===== src/core/gain_port_regs.vh =====
// Constants for the dual channel gain control port host.
// Assumes inclusion by bare name from core/ design files.
`ifndef GAIN_PORT_REGS_VH
`define GAIN_PORT_REGS_VH

////////////////////////////////////////////////////////////////////////////////
// Register offsets (byte addresses)
`define REG_CTRL        8'h00
`define REG_SER_CMD     8'h04
`define REG_PAR_GAIN    8'h08
`define REG_STATUS      8'h0C
`define REG_DIV         8'h10

////////////////////////////////////////////////////////////////////////////////
// Field positions
`define CTRL_MODE_BIT   0
`define CTRL_STANDBY_PIN_FIRST_CHANNEL_BIT 1
`define CTRL_STANDBY_PIN_SECOND_CHANNEL_BIT 2
`define CMD_CHAN_BIT    8
`define CMD_GO_BIT      31
`define STAT_BUSY_BIT   0
`define STAT_DONE_BIT   1
`define EN_BIT          7
`define GAIN_HI         6
`define GAIN_LO         1

////////////////////////////////////////////////////////////////////////////////
// Reset values and link figures
`define CTRL_RESET      3'h7
`define DIV_RESET       8'h03
`define FRAME_BITS      16
`define CLK_PERIOD_NS   8
`define TLC_NS          10
`define TLC_CYCLES      ((`TLC_NS + `CLK_PERIOD_NS - 1) / `CLK_PERIOD_NS)

`endif


===== src/core/serial_shifter.v =====
// Serial frame engine: shifts one 16-bit frame out MSB first, then raises
// the latch strobe. Assumes a start pulse from logic on the same clock.
`timescale 1ns/1ps
`include "gain_port_regs.vh"

module serial_shifter #(
    parameter DIV_W = 8
) (
    // Clock and reset
    input  wire             hclk,
    input  wire             hresetn,
    // Request
    input  wire             start,
    input  wire [15:0]      frame,
    input  wire [DIV_W-1:0] half_div,
    output reg              busy_ff,
    output reg              done_ff,
    // Link pins
    output reg              sclk_ff,
    output reg              sdata_ff,
    output reg              latch_strobe_n_ff
);

    localparam ST_IDLE = 2'h0;
    localparam ST_LOW  = 2'h1;
    localparam ST_HIGH = 2'h2;
    localparam ST_TLC  = 2'h3;
    // Strobe gap in clocks, sized to the timer
    localparam [DIV_W-1:0] TLC_CNT = `TLC_CYCLES;

    reg [1:0]       state_ff;
    reg [15:0]      sh_ff;
    reg [4:0]       cnt_ff;
    reg [DIV_W-1:0] tmr_ff;

    ////////////////////////////////////////////////////////////////////////////
    always @(posedge hclk or negedge hresetn) begin
        if (!hresetn) begin
            state_ff          <= ST_IDLE;
            sh_ff             <= 16'h0000;
            cnt_ff            <= 5'h00;
            tmr_ff            <= {DIV_W{1'b0}};
            busy_ff           <= 1'b0;
            done_ff           <= 1'b0;
            sclk_ff           <= 1'b0;
            sdata_ff          <= 1'b0;
            latch_strobe_n_ff <= 1'b1;
        end else begin
            done_ff <= 1'b0;
            case (state_ff)
                ST_IDLE: begin
                    if (start) begin
                        // Strobe low for the whole frame
                        latch_strobe_n_ff <= 1'b0;
                        sdata_ff          <= frame[15]; // MSB first
                        sh_ff             <= {frame[14:0], 1'b0};
                        cnt_ff            <= 5'h10;
                        tmr_ff            <= half_div;
                        busy_ff           <= 1'b1;
                        state_ff          <= ST_LOW;
                    end
                end
                ST_LOW: begin
                    if (tmr_ff != {DIV_W{1'b0}}) begin
                        tmr_ff <= tmr_ff - 1'b1;
                    end else begin
                        // Rising edge samples data
                        sclk_ff  <= 1'b1;
                        tmr_ff   <= half_div;
                        cnt_ff   <= cnt_ff - 5'h01;
                        state_ff <= ST_HIGH;
                    end
                end
                ST_HIGH: begin
                    if (tmr_ff != {DIV_W{1'b0}}) begin
                        tmr_ff <= tmr_ff - 1'b1;
                    end else if (cnt_ff == 5'h00) begin
                        // Hold last edge for the strobe gap
                        tmr_ff   <= (half_div > TLC_CNT) ? half_div : TLC_CNT;
                        state_ff <= ST_TLC;
                    end else begin
                        sclk_ff  <= 1'b0;
                        sdata_ff <= sh_ff[15];
                        sh_ff    <= {sh_ff[14:0], 1'b0};
                        tmr_ff   <= half_div;
                        state_ff <= ST_LOW;
                    end
                end
                ST_TLC: begin
                    if (tmr_ff != {DIV_W{1'b0}}) begin
                        tmr_ff <= tmr_ff - 1'b1;
                    end else begin
                        // Strobe rises before any further clock
                        latch_strobe_n_ff <= 1'b1;
                        sclk_ff           <= 1'b0;
                        busy_ff           <= 1'b0;
                        done_ff           <= 1'b1;
                        state_ff          <= ST_IDLE;
                    end
                end
                default: state_ff <= ST_IDLE;
            endcase
        end
    end

endmodule


===== src/core/ahb_reg_slave.v =====
// AHB-Lite slave front end: turns single word transfers into a one-cycle
// write strobe and a registered read address. Assumes a single slave, zero wait states.
`timescale 1ns/1ps

module ahb_reg_slave (
    // Clock and reset
    input  wire        hclk,
    input  wire        hresetn,
    // AHB-Lite
    input  wire        hsel,
    input  wire [7:0]  haddr,
    input  wire [1:0]  htrans,
    input  wire        hwrite,
    input  wire [2:0]  hsize,
    input  wire        hready,
    input  wire [31:0] hwdata,
    input  wire [31:0] rd_data,
    output reg  [31:0] hrdata,
    output wire        hreadyout,
    output wire        hresp,
    // Register side
    output reg         wr_ff,
    output reg  [7:0]  addr_ff,
    output wire [31:0] wr_data
);

    assign hreadyout = 1'b1;
    assign hresp     = 1'b0;
    assign wr_data   = hwdata;

    ////////////////////////////////////////////////////////////////////////////
    always @(posedge hclk or negedge hresetn) begin
        if (!hresetn) begin
            wr_ff   <= 1'b0;
            addr_ff <= 8'h00;
        end else if (hready) begin
            // Only word size is honoured; others still act as words
            wr_ff   <= hsel & htrans[1] & hwrite & (hsize == 3'h2 || 1'b1);
            addr_ff <= haddr;
        end
    end

    always @* begin
        hrdata = rd_data;
    end

endmodule


===== src/core/gain_port_host.v =====
// Host controller for a dual channel gain control port. Software programs
// it over AHB-Lite; it drives serial or parallel control pins of the part.
// Assumes a zero wait state AHB-Lite bus and the part on the pins below.
//
// Operation
// - Serial frame is sixteen bits, two words
// - Channel word bit zero picks channel
// - Keep strobe low for the whole frame
// - Raise strobe after gap, before next clock
// - Standby pins high during serial operation
// - Program each channel with own transfer
//
// The placing of the registers and the AHB-Lite slave port were decided locally.
`timescale 1ns/1ps
`include "gain_port_regs.vh"

module gain_port_host #(
    parameter DIV_W = 8
) (
    // Clock and reset
    input  wire        hclk,
    input  wire        hresetn,
    // AHB-Lite slave
    input  wire        hsel,
    input  wire [7:0]  haddr,
    input  wire [1:0]  htrans,
    input  wire        hwrite,
    input  wire [2:0]  hsize,
    input  wire        hready,
    input  wire [31:0] hwdata,
    output wire [31:0] hrdata,
    output wire        hreadyout,
    output wire        hresp,
    // Mode and standby pins
    output reg         mode_select_ff,
    output reg         standby_pin_first_channel_ff,
    output reg         standby_pin_second_channel_ff,
    // Serial pins
    output wire        sclk,
    output wire        sdata,
    output wire        latch_strobe_n,
    // Parallel gain pins
    output reg  [5:0]  par_gain_a_ff,
    output reg  [5:0]  par_gain_b_ff
);

    ////////////////////////////////////////////////////////////////////////////
    // Bus front end
    wire        wr_ff;
    wire [7:0]  addr_ff;
    wire [31:0] wr_data;
    reg  [31:0] rd_data;

    ahb_reg_slave u_bus (
        .hclk      (hclk),
        .hresetn   (hresetn),
        .hsel      (hsel),
        .haddr     (haddr),
        .htrans    (htrans),
        .hwrite    (hwrite),
        .hsize     (hsize),
        .hready    (hready),
        .hwdata    (hwdata),
        .rd_data   (rd_data),
        .hrdata    (hrdata),
        .hreadyout (hreadyout),
        .hresp     (hresp),
        .wr_ff     (wr_ff),
        .addr_ff   (addr_ff),
        .wr_data   (wr_data)
    );

    function hit;
        input [7:0] a;
        input [7:0] off;
        begin
            hit = (a == off);
        end
    endfunction

    ////////////////////////////////////////////////////////////////////////////
    // Registers
    reg  [15:0]      frame_ff;
    reg              start_ff;
    reg  [DIV_W-1:0] div_ff;
    reg              done_seen_ff;
    wire             busy;
    wire             done;
    wire             cmd_wr = wr_ff & hit(addr_ff, `REG_SER_CMD) & wr_data[`CMD_GO_BIT];

    always @(posedge hclk or negedge hresetn) begin
        if (!hresetn) begin
            // Pins float-high equivalent: parallel, both active
            mode_select_ff                <= 1'b1;
            standby_pin_first_channel_ff  <= 1'b1;
            standby_pin_second_channel_ff <= 1'b1;
            par_gain_a_ff                 <= 6'h00;
            par_gain_b_ff                 <= 6'h00;
            frame_ff                      <= 16'h0000;
            start_ff                      <= 1'b0;
            div_ff                        <= `DIV_RESET;
            done_seen_ff                  <= 1'b0;
        end else begin
            start_ff <= 1'b0;
            if (wr_ff && hit(addr_ff, `REG_CTRL)) begin
                // Low selects serial mode
                mode_select_ff                <= wr_data[`CTRL_MODE_BIT];
                // Both standby pins from one write move together
                // Serial mode forces both high so the enable bit still works
                standby_pin_first_channel_ff  <= wr_data[`CTRL_STANDBY_PIN_FIRST_CHANNEL_BIT] | ~wr_data[`CTRL_MODE_BIT];
                standby_pin_second_channel_ff <= wr_data[`CTRL_STANDBY_PIN_SECOND_CHANNEL_BIT] | ~wr_data[`CTRL_MODE_BIT];
            end else if (wr_ff && hit(addr_ff, `REG_PAR_GAIN)) begin
                // Both channels applied in one cycle
                par_gain_a_ff <= wr_data[5:0];
                par_gain_b_ff <= wr_data[13:8];
            end else if (wr_ff && hit(addr_ff, `REG_DIV)) begin
                div_ff <= wr_data[DIV_W-1:0];
            end
            if (cmd_wr && !busy) begin
                // One channel per transfer, upper channel bits zero
                frame_ff <= {7'h00, wr_data[`CMD_CHAN_BIT],
                             wr_data[`EN_BIT], wr_data[`GAIN_HI:`GAIN_LO], 1'b0};
                start_ff <= 1'b1;
            end
            // Set wins over the clear by a new command
            if (done) begin
                done_seen_ff <= 1'b1;
            end else if (cmd_wr && !busy) begin
                done_seen_ff <= 1'b0;
            end
        end
    end

    always @* begin
        if (hit(addr_ff, `REG_CTRL)) begin
            rd_data = {29'h0, standby_pin_second_channel_ff, standby_pin_first_channel_ff, mode_select_ff};
        end else if (hit(addr_ff, `REG_SER_CMD)) begin
            rd_data = {16'h0, frame_ff};
        end else if (hit(addr_ff, `REG_PAR_GAIN)) begin
            rd_data = {18'h0, par_gain_b_ff, 2'h0, par_gain_a_ff};
        end else if (hit(addr_ff, `REG_STATUS)) begin
            rd_data = {30'h0, done_seen_ff, busy | start_ff};
        end else if (hit(addr_ff, `REG_DIV)) begin
            rd_data = {{(32-DIV_W){1'b0}}, div_ff};
        end else begin
            rd_data = 32'h00000000;
        end
    end

    ////////////////////////////////////////////////////////////////////////////
    // Serial engine; strobe rise makes the part latch
    serial_shifter #(
        .DIV_W (DIV_W)
    ) u_shift (
        .hclk              (hclk),
        .hresetn           (hresetn),
        .start             (start_ff),
        .frame             (frame_ff),
        .half_div          (div_ff),
        .busy_ff           (busy),
        .done_ff           (done),
        .sclk_ff           (sclk),
        .sdata_ff          (sdata),
        .latch_strobe_n_ff (latch_strobe_n)
    );

endmodule


===== config.mk =====
export PLATFORM = sky130hd
export DESIGN_NAME = gain_port_host
export DESIGN_NICKNAME = d
export VERILOG_FILES = /design/src/core/serial_shifter.v /design/src/core/ahb_reg_slave.v /design/src/core/gain_port_host.v
export VERILOG_INCLUDE_DIRS = /design/src /design/src/core
export SDC_FILE = /design/constraint.sdc
export NUM_CORES = 1
export LEC_CHECK = 0
export BUFFER_PORTS_ARGS = -buffer_cell sky130_fd_sc_hd__buf_2
export CAP_MARGIN = 20
export CORE_ASPECT_RATIO = 0.9
export CORE_MARGIN = 2
export CORE_UTILIZATION = 45
export CTS_CLUSTER_DIAMETER = 50
export DETAILED_ROUTE_END_ITERATION = 10
export GPL_ROUTABILITY_DRIVEN = 1
export PLACE_DENSITY = 0.68
export SLEW_MARGIN = 5
export SYNTH_ARGS = -nofsm -noshare
export SYNTH_HDL_FRONTEND = slang
export SYNTH_HIERARCHICAL = 1
export SYNTH_SLANG_ARGS = --single-unit

===== constraint.sdc =====
create_clock -name hclk -period 3.7 [get_ports hclk]
set_clock_uncertainty 0.2 [all_clocks]
set_input_delay 0.185 -clock hclk [delete_from_list [all_inputs] [get_ports hclk]]
set_output_delay 0.185 -clock hclk [all_outputs]
set_load 0.01 [all_outputs]

Yosys cells after proc, flatten, opt, wreduce, memory -nomap -nowiden

Cells that the tools add are included.

Logic and storage cells: 110
Input port bits: 50
Output and inout bits: 52
Bits in registers: 78

Reductions and logical operators: 22
Equal/unequal tests: 13
Order comparisons: 1
Muxes and demuxes: 42
$add $sub $neg: 2
Bitwise operators: 10

Operator list:

| kind                                                           | number |
|---|---|
| two-way mux 8 bit                                              | 8 |
| two-way mux 16 bit                                             | 3 |
| two-way mux 14 bit                                             | 3 |
| case mux 16 bit (2 select lines)                               | 1 |
| case mux 8 bit (4 select lines)                                | 1 |
| equality test 8 x 4 -> 1 bit (second input constant)           | 2 |
| two-way mux 1 bit                                              | 13 |
| two-way mux 2 bit                                              | 5 |
| two-way mux 5 bit                                              | 2 |
| inequality test 2 bit (second input constant)                  | 5 |
| case mux 5 bit (2 select lines)                                | 1 |
| AND reduction 3 bit                                            | 3 |
| equality test 8 x 3 -> 1 bit (second input constant)           | 1 |
| equality test 8 x 5 -> 1 bit (second input constant)           | 1 |
| greater-than comparator 8 x 2 -> 1 bit (second input constant) | 1 |
| logical NOT 8 bit                                              | 1 |
| case mux 2 bit (4 select lines)                                | 1 |
| AND reduction 4 bit                                            | 2 |
| nonzero test 2 bit                                             | 4 |
| nonzero test 8 bit                                             | 1 |
| subtractor 8 x 1 -> 8 bit (second input constant)              | 1 |
| case mux 1 bit (2 select lines)                                | 3 |
| logical NOT 5 bit                                              | 1 |
| AND reduction 5 bit                                            | 1 |
| other kinds (13)                                               | 25 |

Logic depth before layout (Yosys ltp)

Gate-level depths: netlist of the first run.

Depth after elaboration: 6
Depth in mapped cells: 8
Mapped depth without buffers: 7

Hierarchy

The synthesis of the first run kept the hierarchy.

Modules (own cells, without submodules):

| module         | sequential area each (um^2) | area an instance (um^2) | cells each | instances |
|---|---|---|---|---|
| serial_shifter | 877.1                       | 1,970.6                 | 230        | 1 |
| gain_port_host | 832.0                       | 1,682.9                 | 134        | 1 |
| ahb_reg_slave  | 225.2                       | 874.6                   | 89         | 1 |

Worst setup path before layout of the first run

Ideal clock, no wire load.

Path kind: reg-to-reg
Start: register u_shift.tmr_ff[0]
End: register u_shift.tmr_ff[7]
Library setup time: 0.064 ns
Data required time: 3.436 ns
Stages on the path, launching flop included: 8
Path slack: 1.681 ns
Buffers on the path: 0
Clock period less this slack: 2.019 ns
Arrival: 1.755 ns
Cell sequence: dfrtp_1 > inv_1 > ha_1 > nor4b_4 > nand2b_2 > or3_1 > a311oi_1 > a211o_1

Cells in the longest elaborated chain, start to end: 3
Elaborated cells between the ends (all ways): 8
Those cells by class: 1 x add/sub; 1 x eq/ne; 4 x mux; 2 x reduce/logical

Ends and longest elaborated chain:

| element                                                                       | line                | source |
|---|---|---|
| from (decl)                                                                   | serial_shifter.v:34 | `reg [DIV_W-1:0] tmr_ff;` |
| from (signal assigned)                                                        | serial_shifter.v:42 | `tmr_ff <= {DIV_W{1'b0}};` |
| from (signal assigned)                                                        | serial_shifter.v:58 | `tmr_ff <= half_div;` |
| from (signal assigned)                                                        | serial_shifter.v:65 | `tmr_ff <= tmr_ff - 1'b1;` |
| subtractor 8 x 1 -> 8 bit / nonzero test 8 bit (equally long branches)        | n/a                 |  |
| two-way mux 8 bit (tied with other cells)                                     | serial_shifter.v:90 | `if (tmr_ff != {DIV_W{1'b0}}) begin` |
| case mux 8 bit (4 select lines) / AND reduction 2 bit (equally long branches) | n/a                 |  |

Several ways; a longest one is shown, not always the timed one. The select of a mux whose other input is x is not followed.
A chain may end at the register's enable or synchronous reset.

Final worst setup path of the first run

Start: register u_shift.tmr_ff[0]
End: register u_shift.tmr_ff[2]

The elaborated chain is that of the path after synthesis.

==> summary.txt, run 1 <==
Status
  • Run status: finished, final reports clean

Worst setup path
  • Crit Path Max Fanout: 12
  • Crit end category: flop
  • WS Path Type: reg2reg
  • Crit-path cells: inv_1 > ha_1 > nor4b_4 > nand2_2 > o21ai_0 > a21oi_1 > a2bb2oi_1
  • Critical Path RT: 3.72 ns
  • Critical path launch point type: flop
  • CP max stage delay: 0.64 ns
  • Crit-path slowest cell: o21ai_0
  • Top Family by Delay on Critical Path: compound AO/OA/AOI/OAI gates
  • CP arrival: 2.60 ns
  • CP Buf/Inv Count: 1

Timing
  • Fin. Hold Viols: 0
  • Worst-Margin Slew: 0.980 ns
  • Tmin final: 2.59 ns
  • Sum Neg Setup Slack: 0 ns
  • Slew headroom: 34.7%
  • RSZ-0062 raised after global routing: false
  • Fmax: 0.386 GHz
  • Final Cycle Share: 69.9%
  • Slew Limit Fails: 0
  • Final setup viols: 0

Clocking
  • H-tree lvl count: 3
  • # hold bufs at CTS: 25
  • Clk slew on worst S/H paths: 0.09 ns
  • Post CTS Setup Buffer Count: 0
  • CTS tree: done
  • Clock Latency Late Sink: 0.35 ns
  • CTS Sinks: 77
  • Resized Gates After CTS: 0
  • CTS buffer count: 9
  • Max clock buf depth: 2
  • Clock root buffer: clkbuf_8

Placed design
  • RePlAce Congestion: 0.798
  • I/O Buffers: 60
  • Placed wire-length estimate: 6370 um

Global route
  • Overflow after GRT: 0
  • Initial antenna violation count: 0
  • Gr usage total: 19.0%
  • Vias in the first global route: 3240
  • Pin count of the biggest net entering global routing: 78
  • First-pass GRT wire length: 16000 um

Final layout
  • Area Overhead vs Synth: 13.2%
  • Filler Cell Count: 876
  • Ant. Diodes: 0
  • Layout cell share with drive strength beyond 1: 28.2%
  • Fin nets: 545

Floorplanning
  • Die area: 0.0106 mm2
  • Die height: 97.8 um
  • Initial core utilization: 46.0%
  • Core area: 0.00957 mm2
  • Rows: 34
  • IO Pins: 102
  • Die width: 108 um

Yosys
  • Syn Area/Cell: 10.1 um2
  • Ys Warns: 6
  • Syn Inst Count: 436
  • Netlist Area Pre-Place: 0.00440 mm2

Pwr
  • VDD IR-drop max: 351 uV
  • Overall power: 2.59 mW
  • PD cells: 519 mW/mm2
  • Leakage power: 2.34 nW

Route
  • Final WL: 9510 um
  • Via count: 3284
  • DRC: 0
  • Routed Antenna Nets: 0
  • Vias per cell: 5.28
  • Drt first-iter violations: 233
  • Drt first pass iters: 4
  • Avg WL per Cell: 15.3 um

Hold path
  • Hold Crit Class: in2reg

Run
  • Max Cap Viol: 0
-- where the power goes --
group	leakage, nW	internal, mW	switching, mW	total (mW)
registers	0.929	0.973	0.203	1.18
logic	1.30	0.317	0.382	0.699
clock network	0.114	0.383	0.328	0.712
-- sequential cells by signal (all words and copies together), names as in the netlist, 2 cells and up --
signal            count
u_bus/addr_ff         8
u_shift/tmr_ff        8
par_gain_a_ff         6
par_gain_b_ff         6
u_shift/cnt_ff        5
u_shift/state_ff      2
u_shift/sh_ff        15
div_ff                8
frame_ff              8
-- layer usage --
layer  global-route usage [%]  part of all wire, %
met5                        0                    0
met4                     5.42                  1.2
met2                     29.0                   46
met3                     4.21                  5.4
met1                     27.4                   47
-- cell usage in the layout (no fill, tap or decap), types with 8 or more instances in the layout --
cell and count:
buf_2 59, o21ai_0 8, nor2_1 40, inv_1 11, nand3_1 8, mux2_2 24, nor3_1 8, clkbuf_8 9
nand2_1 49, a21oi_1 13, mux2_4 18, dfrtp_1 71, a31oi_1 15, conb_1 28, dlygate4sd3_1 25
-- metrics by stage --
stage	utilization [%]	area, um2	hold WS, ns	setup WS (ns)	std cells
after floorplan	-	4490	-0.311	1.68	461
after global placement	47.2	4510	0.203	1.26	581
after detailed placement	47.2	4510	0.201	1.18	581
after CTS	52.1	4980	0.0283	1.14	622
after global routing	52.1	4980	0.0746	0.924	622
final	52.1	4980	0.0726	1.11	622
-- layout make-up --
type,instances,area (um2),share of cell area (%)
clock inverters,7,96.3,1.93
well taps,126,158,3.16
inverters,11,41.3,0.829
clock buffers,9,124,2.49
multi-input cells,305,2060,41.4
repair buffers,87,568,11.4
flip-flops and latches,77,1930,38.8
-- worst reg2reg max path, cell delays in order (launching register included) --
cell and delay (ns):
dfrtp_1 0.44, inv_1 0.13, ha_1 0.18, nor4b_4 0.36, nand2_2 0.25, o21ai_0 0.64
a21oi_1 0.09, a2bb2oi_1 0.16
-- final timing paths --
path / start / endpoint / slack (ns) / cells after the start
max: u_shift/tmr_ff[0] / u_shift/tmr_ff[2] / 1.11 / 7
min: hready / u_bus/addr_ff[4] / 0.07 / 2
max reg2reg: u_shift/tmr_ff[0] / u_shift/tmr_ff[2] / 1.11 / 7
min reg2reg: u_shift/done_ff / done_seen_ff / 0.23 / 1
max in group asynchronous: hresetn / frame_ff[1] / 2.32 / 2
min in group asynchronous: hresetn / u_shift/tmr_ff[6] / 0.33 / 2
Power figures use the tool's default switching activity.
==> run 2, diff against run 1 <==
==> constraint.sdc (replaced) <==
create_clock -name hclk -period 2.5 [get_ports hclk]
set_clock_uncertainty 0.2 [all_clocks]
set_input_delay 0.125 -clock hclk [delete_from_list [all_inputs] [get_ports hclk]]
set_output_delay 0.125 -clock hclk [all_outputs]
set_load 0.01 [all_outputs]
==> run 2 against run 1 <==
Compared with the run above: cell area increased by 0.98%; clock power up 24%; worst hold slack worse by 0.045 ns; global-route usage rose by 0.78 points; non-clock buffer count is 9 higher; die area did not move; combinational power grew 55%; critical path depth down 3; clock-buffer cell count is the same; core utilization increased by 0.51 points; register-to-register slack worse by 0.93 ns; largest power group unchanged.
==> summary.txt, run 2 (same netlist as run 1, synthesis figures left out) <==
Status
  • Run status: finished, final reports clean

Floorplanning
  • Die width: 108 um (unchanged)
  • Die height: 97.8 um (unchanged)
  • Die area: 0.0106 mm2 (unchanged)
  • Rows: 34 (unchanged)
  • IO Pins: 102 (unchanged)
  • Core area: 0.00957 mm2 (unchanged)
  • Initial core utilization: 46.0% (unchanged)

Placed design
  • Dpl ws: 0.270 ns (-0.914 ns)
  • RePlAce Congestion: 0.839 (+5.1%)
  • Placed wire-length estimate: 6550 um (+2.9%)
  • I/O Buffers: 60 (unchanged)

Route
  • Routed Antenna Nets: 0 (unchanged)
  • DRC: 0 (unchanged)
  • Final WL: 9770 um (+2.7%)
  • Vias per cell: 5.21 (-1.3%)
  • Via count: 3287 (+0.091%)
  • Drt first-iter violations: 244 (+4.7%)
  • Drt first pass iters: 5 (+1)
  • Avg WL per Cell: 15.5 um (+1.3%)

Global route
  • First-pass GRT wire length: 16500 um (+2.9%)
  • Pin count of the biggest net entering global routing: 78 (unchanged)
  • Overflow after GRT: 0 (unchanged)
  • Vias in the first global route: 3216 (-0.74%)
  • Gr usage total: 19.8% (+0.78 points)
  • Initial antenna violation count: 0 (unchanged)

Timing
  • Final setup viols: 0 (unchanged)
  • Fmax: 0.413 GHz
  • Worst-Margin Slew: 0.973 ns (-0.00624 ns)
  • Slew headroom: 35.1% (+0.42 points)
  • Tmin final: 2.42 ns
  • Post-route setup slack: 0.0778 ns (-1.03 ns)
  • Final Cycle Share: 96.9%
  • Sum Neg Setup Slack: 0 ns (unchanged)
  • Fin. Hold Viols: 0 (unchanged)
  • Slew Limit Fails: 0 (unchanged)
  • RSZ-0062 raised after global routing: false

Final layout
  • Register area: 0.00194 mm2 (+0.19%)
  • Fin nets: 554 (+1.7%)
  • Layout cell share with drive strength beyond 1: 30.1% (+1.9 points)
  • Area Overhead vs Synth: 14.4%
  • Number of flip-flops in the largest register: 15 (unchanged)
  • Ant. Diodes: 0 (unchanged)
  • Multi-input logic area: 0.00206 mm2 (about the same)
  • Commonest non-fill, non-tap cell in the layout: dfrtp_1
  • Filler Cell Count: 868 (-0.91%)
  • Most frequent cells in the layout: 68 x dfrtp_1, 59 x buf_2, 49 x nand2_1, 40 x nor2_1, 28 x conb_1
  • Largest Register: u_shift/sh_ff

Worst setup path
  • Critical Path RT: 2.17 ns (-1.55 ns)
  • CP arrival: 2.10 ns (-0.50 ns)
  • Crit-path slowest cell: or3_2
  • Crit end category: primary output
  • Crit-path cells: or3_4 > or3_2 > a41oi_1 > buf_2
  • Top Family by Delay on Critical Path: simple AND/OR/NAND/NOR gates
  • WS Path Type: reg2out
  • Crit Path Max Fanout: 5 (-7)
  • CP max stage delay: 0.47 ns (-0.17 ns)
  • Critical path launch point type: flop
  • CP Buf/Inv Count: 1 (unchanged)

Clocking
  • Clock Latency Late Sink: 0.35 ns (about the same)
  • Clk slew on worst S/H paths: 0.10 ns (about the same)
  • Max clock buf depth: 2 (unchanged)
  • CTS Sinks: 77 (unchanged)
  • CTS buffer count: 9 (unchanged)
  • H-tree lvl count: 3 (unchanged)
  • CTS tree: done
  • Clock root buffer: clkbuf_8

Pwr
  • Leakage power: 2.35 nW (+0.50%)
  • PD cells: 736 mW/mm2 (+42%)
  • VDD IR-drop max: 455 uV (+30%)

Run
  • Max Cap Viol: 0 (unchanged)

Hold path
  • Hold Crit Class: in2reg
run 2: cell count changes in the layout (fill, tap and decap cells not counted):
cell           previous run  this run
buf_4                     3        10
clkinvlp_4                0         3
dfrtp_1                  71        68
dfrtp_2                   0         3
bufinv_16                 2         0
clkinv_2                  2         0
and3_1                    3         2
and3_2                    0         1
buf_12                    0         1
dlygate4sd3_1            25        26
inv_6                     2         3
run 2: power breakdown:
group	total [mW]	leakage, nW	switching, mW	internal, mW
Combinational	1.08	1.34	0.583	0.496
Sequential	1.74	0.926	0.298	1.44
Clock	0.884	0.0829	0.511	0.373
Total	3.70	2.35	1.39	2.31
run 2: worst register-to-register path: stages, from the launching register on:
cell and delay [ns]:
dfrtp_1 0.44, inv_1 0.13, ha_1 0.16, nor4b_4 0.36, nand2_2 0.12, maj3_2 0.43, a21oi_1 0.19, a2bb2oi_1 0.20
run 2: final cells by class:
class	count	share of cell area [%]
multi-input cells	305	41.0
flip-flops and latches	77	38.5
repair buffers	96	12.9
well taps	126	3.13
clock buffers	9	2.46
clock inverters	7	1.14
inverters	11	0.820
run 2: final timing paths:
kind	start	cells past startpoint	slack, ns	endpoint
max in group asynchronous	hresetn	2	1.16	u_bus/addr_ff[4]
min in group asynchronous	hresetn	2	0.28	u_shift/cnt_ff[1]
worst min-delay path	hready	2	0.03	u_bus/addr_ff[4]
worst min register to register	u_shift/done_ff	1	0.24	done_seen_ff
worst max register to register	u_shift/tmr_ff[0]	7	0.18	u_shift/tmr_ff[5]
worst max-delay path	u_bus/addr_ff[7]	4	0.08	hrdata[2]
run 2: metal layers:
| metal | global-route usage (%) | share of wire (%) | up-vias |
|---|---|---|---|
| li1 | - | - | 1582 |
| met1 | 28.3 | 48 | 1604 |
| met2 | 31.4 | 47 | 93 |
| met3 | 3.00 | 3.9 | 8 |
| met4 | 5.62 | 0.91 | 0 |
| met5 | 0 | 0 | - |
run 2: timing repair:
| action | 4_1_cts | 5_1_grt |
|---|---|---|
| setup endpoints to repair | 0 | 3 |
| buffers inserted | 0 | 0 |
| gates resized for setup | 0 | 4 |
| hold endpoints to repair | 111 | 0 |
| hold buffers | 26 | 0 |
run 2: stage by stage:
step	cell area [um2]	cells	utilization, %	power [mW]	hold WS [ns]
3_3_place_gp	4590	589	47.9	2.75	0.149
5_1_grt	5030	631	52.6	3.96	0.0210
2_1_floorplan	4490	461	-	2.50	-0.371
3_5_place_dp	4590	589	47.9	2.79	0.142
6_report	5030	631	52.6	3.70	0.0275
4_1_cts	5030	631	52.5	3.70	0.0180
==> run 3, diff against run 2 <==
--- a/config.mk
+++ b/config.mk
@@ -8,13 +8,16 @@
 export LEC_CHECK = 0
 export BUFFER_PORTS_ARGS = -buffer_cell sky130_fd_sc_hd__buf_2
 export CAP_MARGIN = 20
+export CELL_PAD_IN_SITES_DETAIL_PLACEMENT = 1
+export CELL_PAD_IN_SITES_GLOBAL_PLACEMENT = 1
 export CORE_ASPECT_RATIO = 0.9
 export CORE_MARGIN = 2
-export CORE_UTILIZATION = 45
+export CORE_UTILIZATION = 42
 export CTS_CLUSTER_DIAMETER = 50
 export DETAILED_ROUTE_END_ITERATION = 10
 export GPL_ROUTABILITY_DRIVEN = 1
-export PLACE_DENSITY = 0.68
+export PLACE_DENSITY_LB_ADDON = 0.1
+export RECOVER_POWER = 50
 export SLEW_MARGIN = 5
 export SYNTH_ARGS = -nofsm -noshare
 export SYNTH_HDL_FRONTEND = slang
==> run 3 against run 2 <==
Compared with the run above: the run now ends with negative hold slack left; global-route usage rose by 0.32 points; final cell count rose by 1.3%; die area rose by 6.9%; first-iteration DRC count fell by 45%; total power rose by 18%; routed wire length rose by 10%; largest power group unchanged; highest routed layer unchanged.
==> summary.txt, run 3 (same netlist as run 1, synthesis figures left out) <==
Route
  • Via count: 3298 (+0.33%)
  • DRC: 0 (unchanged)
  • Routed Antenna Nets: 0 (unchanged)
  • Drt first pass iters: 4 (-1)
  • Final WL: 10800 um (+10%)
  • Drt first-iter violations: 135 (-45%)
  • Vias per cell: 5.16 (-0.92%)
  • Avg WL per Cell: 16.9 um (+9.1%)

Global route
  • First-pass GRT wire length: 17900 um (+8.3%)
  • Pin count of the biggest net entering global routing: 43 (-45%)
  • Initial antenna violation count: 0 (unchanged)
  • Vias in the first global route: 3384 (+5.2%)
  • Gr usage total: 20.1% (+0.32 points)
  • Overflow after GRT: 0 (unchanged)

Floorplanning
  • Die width: 112 um (+3.4%)
  • Die height: 101 um (+3.4%)
  • Core area: 0.0102 mm2 (+6.6%)
  • Rows: 35 (+2.9%)
  • Die area: 0.0113 mm2 (+6.9%)
  • IO Pins: 102 (unchanged)
  • Initial core utilization: 43.1% (-2.8 points)

Pwr
  • Overall power: 4.38 mW (+18%)
  • PD cells: 842 mW/mm2 (+14%)
  • Leakage power: 2.41 nW (+2.4%)
  • VDD IR-drop max: 573 uV (+26%)

Timing
  • Slew Limit Fails: 0 (unchanged)
  • Tmin final: 2.35 ns (-0.0702 ns)
  • Final Cycle Share: 94.1% (-2.8 points)
  • Sum Neg Setup Slack: 0 ns (unchanged)
  • Worst hold margin: -0.000108 ns (-0.0276 ns)
  • Fin. Hold Viols: 1 (+1)
  • RSZ-0062 raised after global routing: false
  • Worst-Margin Slew: 1.13 ns (+0.152 ns)
  • Fmax: 0.425 GHz (+3.0%)
  • Slew headroom: 25.0% (-10 points)
  • Final setup viols: 0 (unchanged)

Status
  • Failing checks: negative hold slack
  • Run status: finished, violations left

Worst setup path
  • WS Path Type: reg2out
  • Crit Path Max Fanout: 5 (unchanged)
  • CP max stage delay: 0.47 ns (about the same)
  • Critical path launch point type: flop
  • Crit-path slowest cell: or3_2
  • CP Buf/Inv Count: 1 (unchanged)
  • Critical Path RT: 2.17 ns (about the same)
  • Crit-path cells: or3_4 > or3_2 > a41oi_1 > buf_2
  • CP arrival: 2.03 ns (-0.07 ns)
  • Top Family by Delay on Critical Path: simple AND/OR/NAND/NOR gates
  • Crit end category: primary output

Final layout
  • Register area: 0.00194 mm2 (-0.13%)
  • Most frequent cells in the layout: 70 x dfrtp_1, 49 x nand2_1, 45 x buf_2, 39 x nor2_1, 28 x conb_1
  • Number of flip-flops in the largest register: 15 (unchanged)
  • Layout cell share with drive strength beyond 1: 26.5% (-3.6 points)
  • Ant. Diodes: 0 (unchanged)
  • Area Overhead vs Synth: 18.3%
  • Non-filler cells, final: 639 (+1.3%)
  • Commonest non-fill, non-tap cell in the layout: dfrtp_1
  • Fin nets: 559 (+0.90%)
  • Multi-input logic area: 0.00205 mm2 (-0.85%)
  • Largest Register: u_shift/sh_ff
  • Filler Cell Count: 1161 (+34%)

Clocking
  • CTS tree: done
  • Clock Latency Late Sink: 0.34 ns (about the same)
  • Clk slew on worst S/H paths: 0.06 ns (-0.04 ns)
  • H-tree lvl count: 3 (unchanged)
  • Max clock buf depth: 2 (unchanged)
  • CTS Sinks: 77 (unchanged)
  • CTS buffer count: 9 (unchanged)
  • Clock root buffer: clkbuf_16

Placed design
  • Placed wire-length estimate: 7580 um (+16%)
  • I/O Buffers: 60 (unchanged)
  • Placed Cells: 597 (+1.4%)
  • RePlAce Congestion: 0.815 (-2.8%)

Hold path
  • Hold Crit Class: in2reg

Run
  • Max Cap Viol: 0 (unchanged)
## run 3: timing repair
item,4_1_cts,5_1_grt
gates resized for setup,0,2
hold buffers,25,0
endpoints found under the setup margin,0,8
endpoints found under the hold margin,81,0
setup buffers,0,1
## run 3: final timing paths
path / startpoint / endpoint / slack (ns) / depth (start not counted)
max: u_bus/addr_ff[7] / hrdata[2] / 0.15 / 4
min: hwdata[31] / start_ff / -0.0001 / 3
max reg2reg: u_shift/tmr_ff[0] / u_shift/tmr_ff[3] / 0.26 / 8
min reg2reg: u_shift/done_ff / done_seen_ff / 0.23 / 1
max in group asynchronous: hresetn / u_bus/addr_ff[3] / 0.97 / 3
min in group asynchronous: hresetn / u_shift/sh_ff[14] / 0.34 / 2
## run 3: metal layers
| metal | wire length [um] | vias to the layer above | part of all wire, % | track usage (%) |
|---|---|---|---|---|
| met1 | 5220 | 1631 | 48 | 27.8 |
| li1 | - | 1595 | - | - |
| met5 | 0 | - | 0 | 0 |
| met3 | 350 | 8 | 3.2 | 4.21 |
| met4 | 91 | 0 | 0.84 | 6.17 |
| met2 | 5130 | 64 | 48 | 32.1 |
## run 3: report_power, final
group	total, mW	leakage (nW)	internal (mW)	switching, mW
Sequential	1.71	0.928	1.44	0.268
Combinational	1.16	1.31	0.523	0.639
Clock	1.51	0.167	1.00	0.506
Total	4.38	2.41	2.97	1.41
## run 3: worst register-to-register path: stages (launching register included)
cell	delay (ns)
dfrtp_1	0.43
inv_1	0.13
ha_1	0.17
nor4b_4	0.18
buf_4	0.19
nand2_2	0.08
maj3_2	0.44
a21oi_1	0.19
a2bb2oi_1	0.17
## run 3: cell type report
cell class	count	share of cell area (%)
flip-flops and latches	77	37.2
clock inverters	4	1.83
clock buffers	12	4.74
well taps	129	3.10
multi-input cells	305	39.3
repair buffers	101	13.0
inverters	11	0.793
## run 3: per-stage QoR
stage	hold WS [ns]	instance area, um2	util, %	setup slack (ns)
finish	-0.000108	5200	51.0	0.148
floorplan	-0.371	4490	-	0.481
detailed placement	-0.0249	4640	45.5	0.211
global placement	-0.0261	4640	45.5	0.272
CTS	0.00363	5230	51.3	0.0541
global route	0.0202	5200	51.0	0.00189
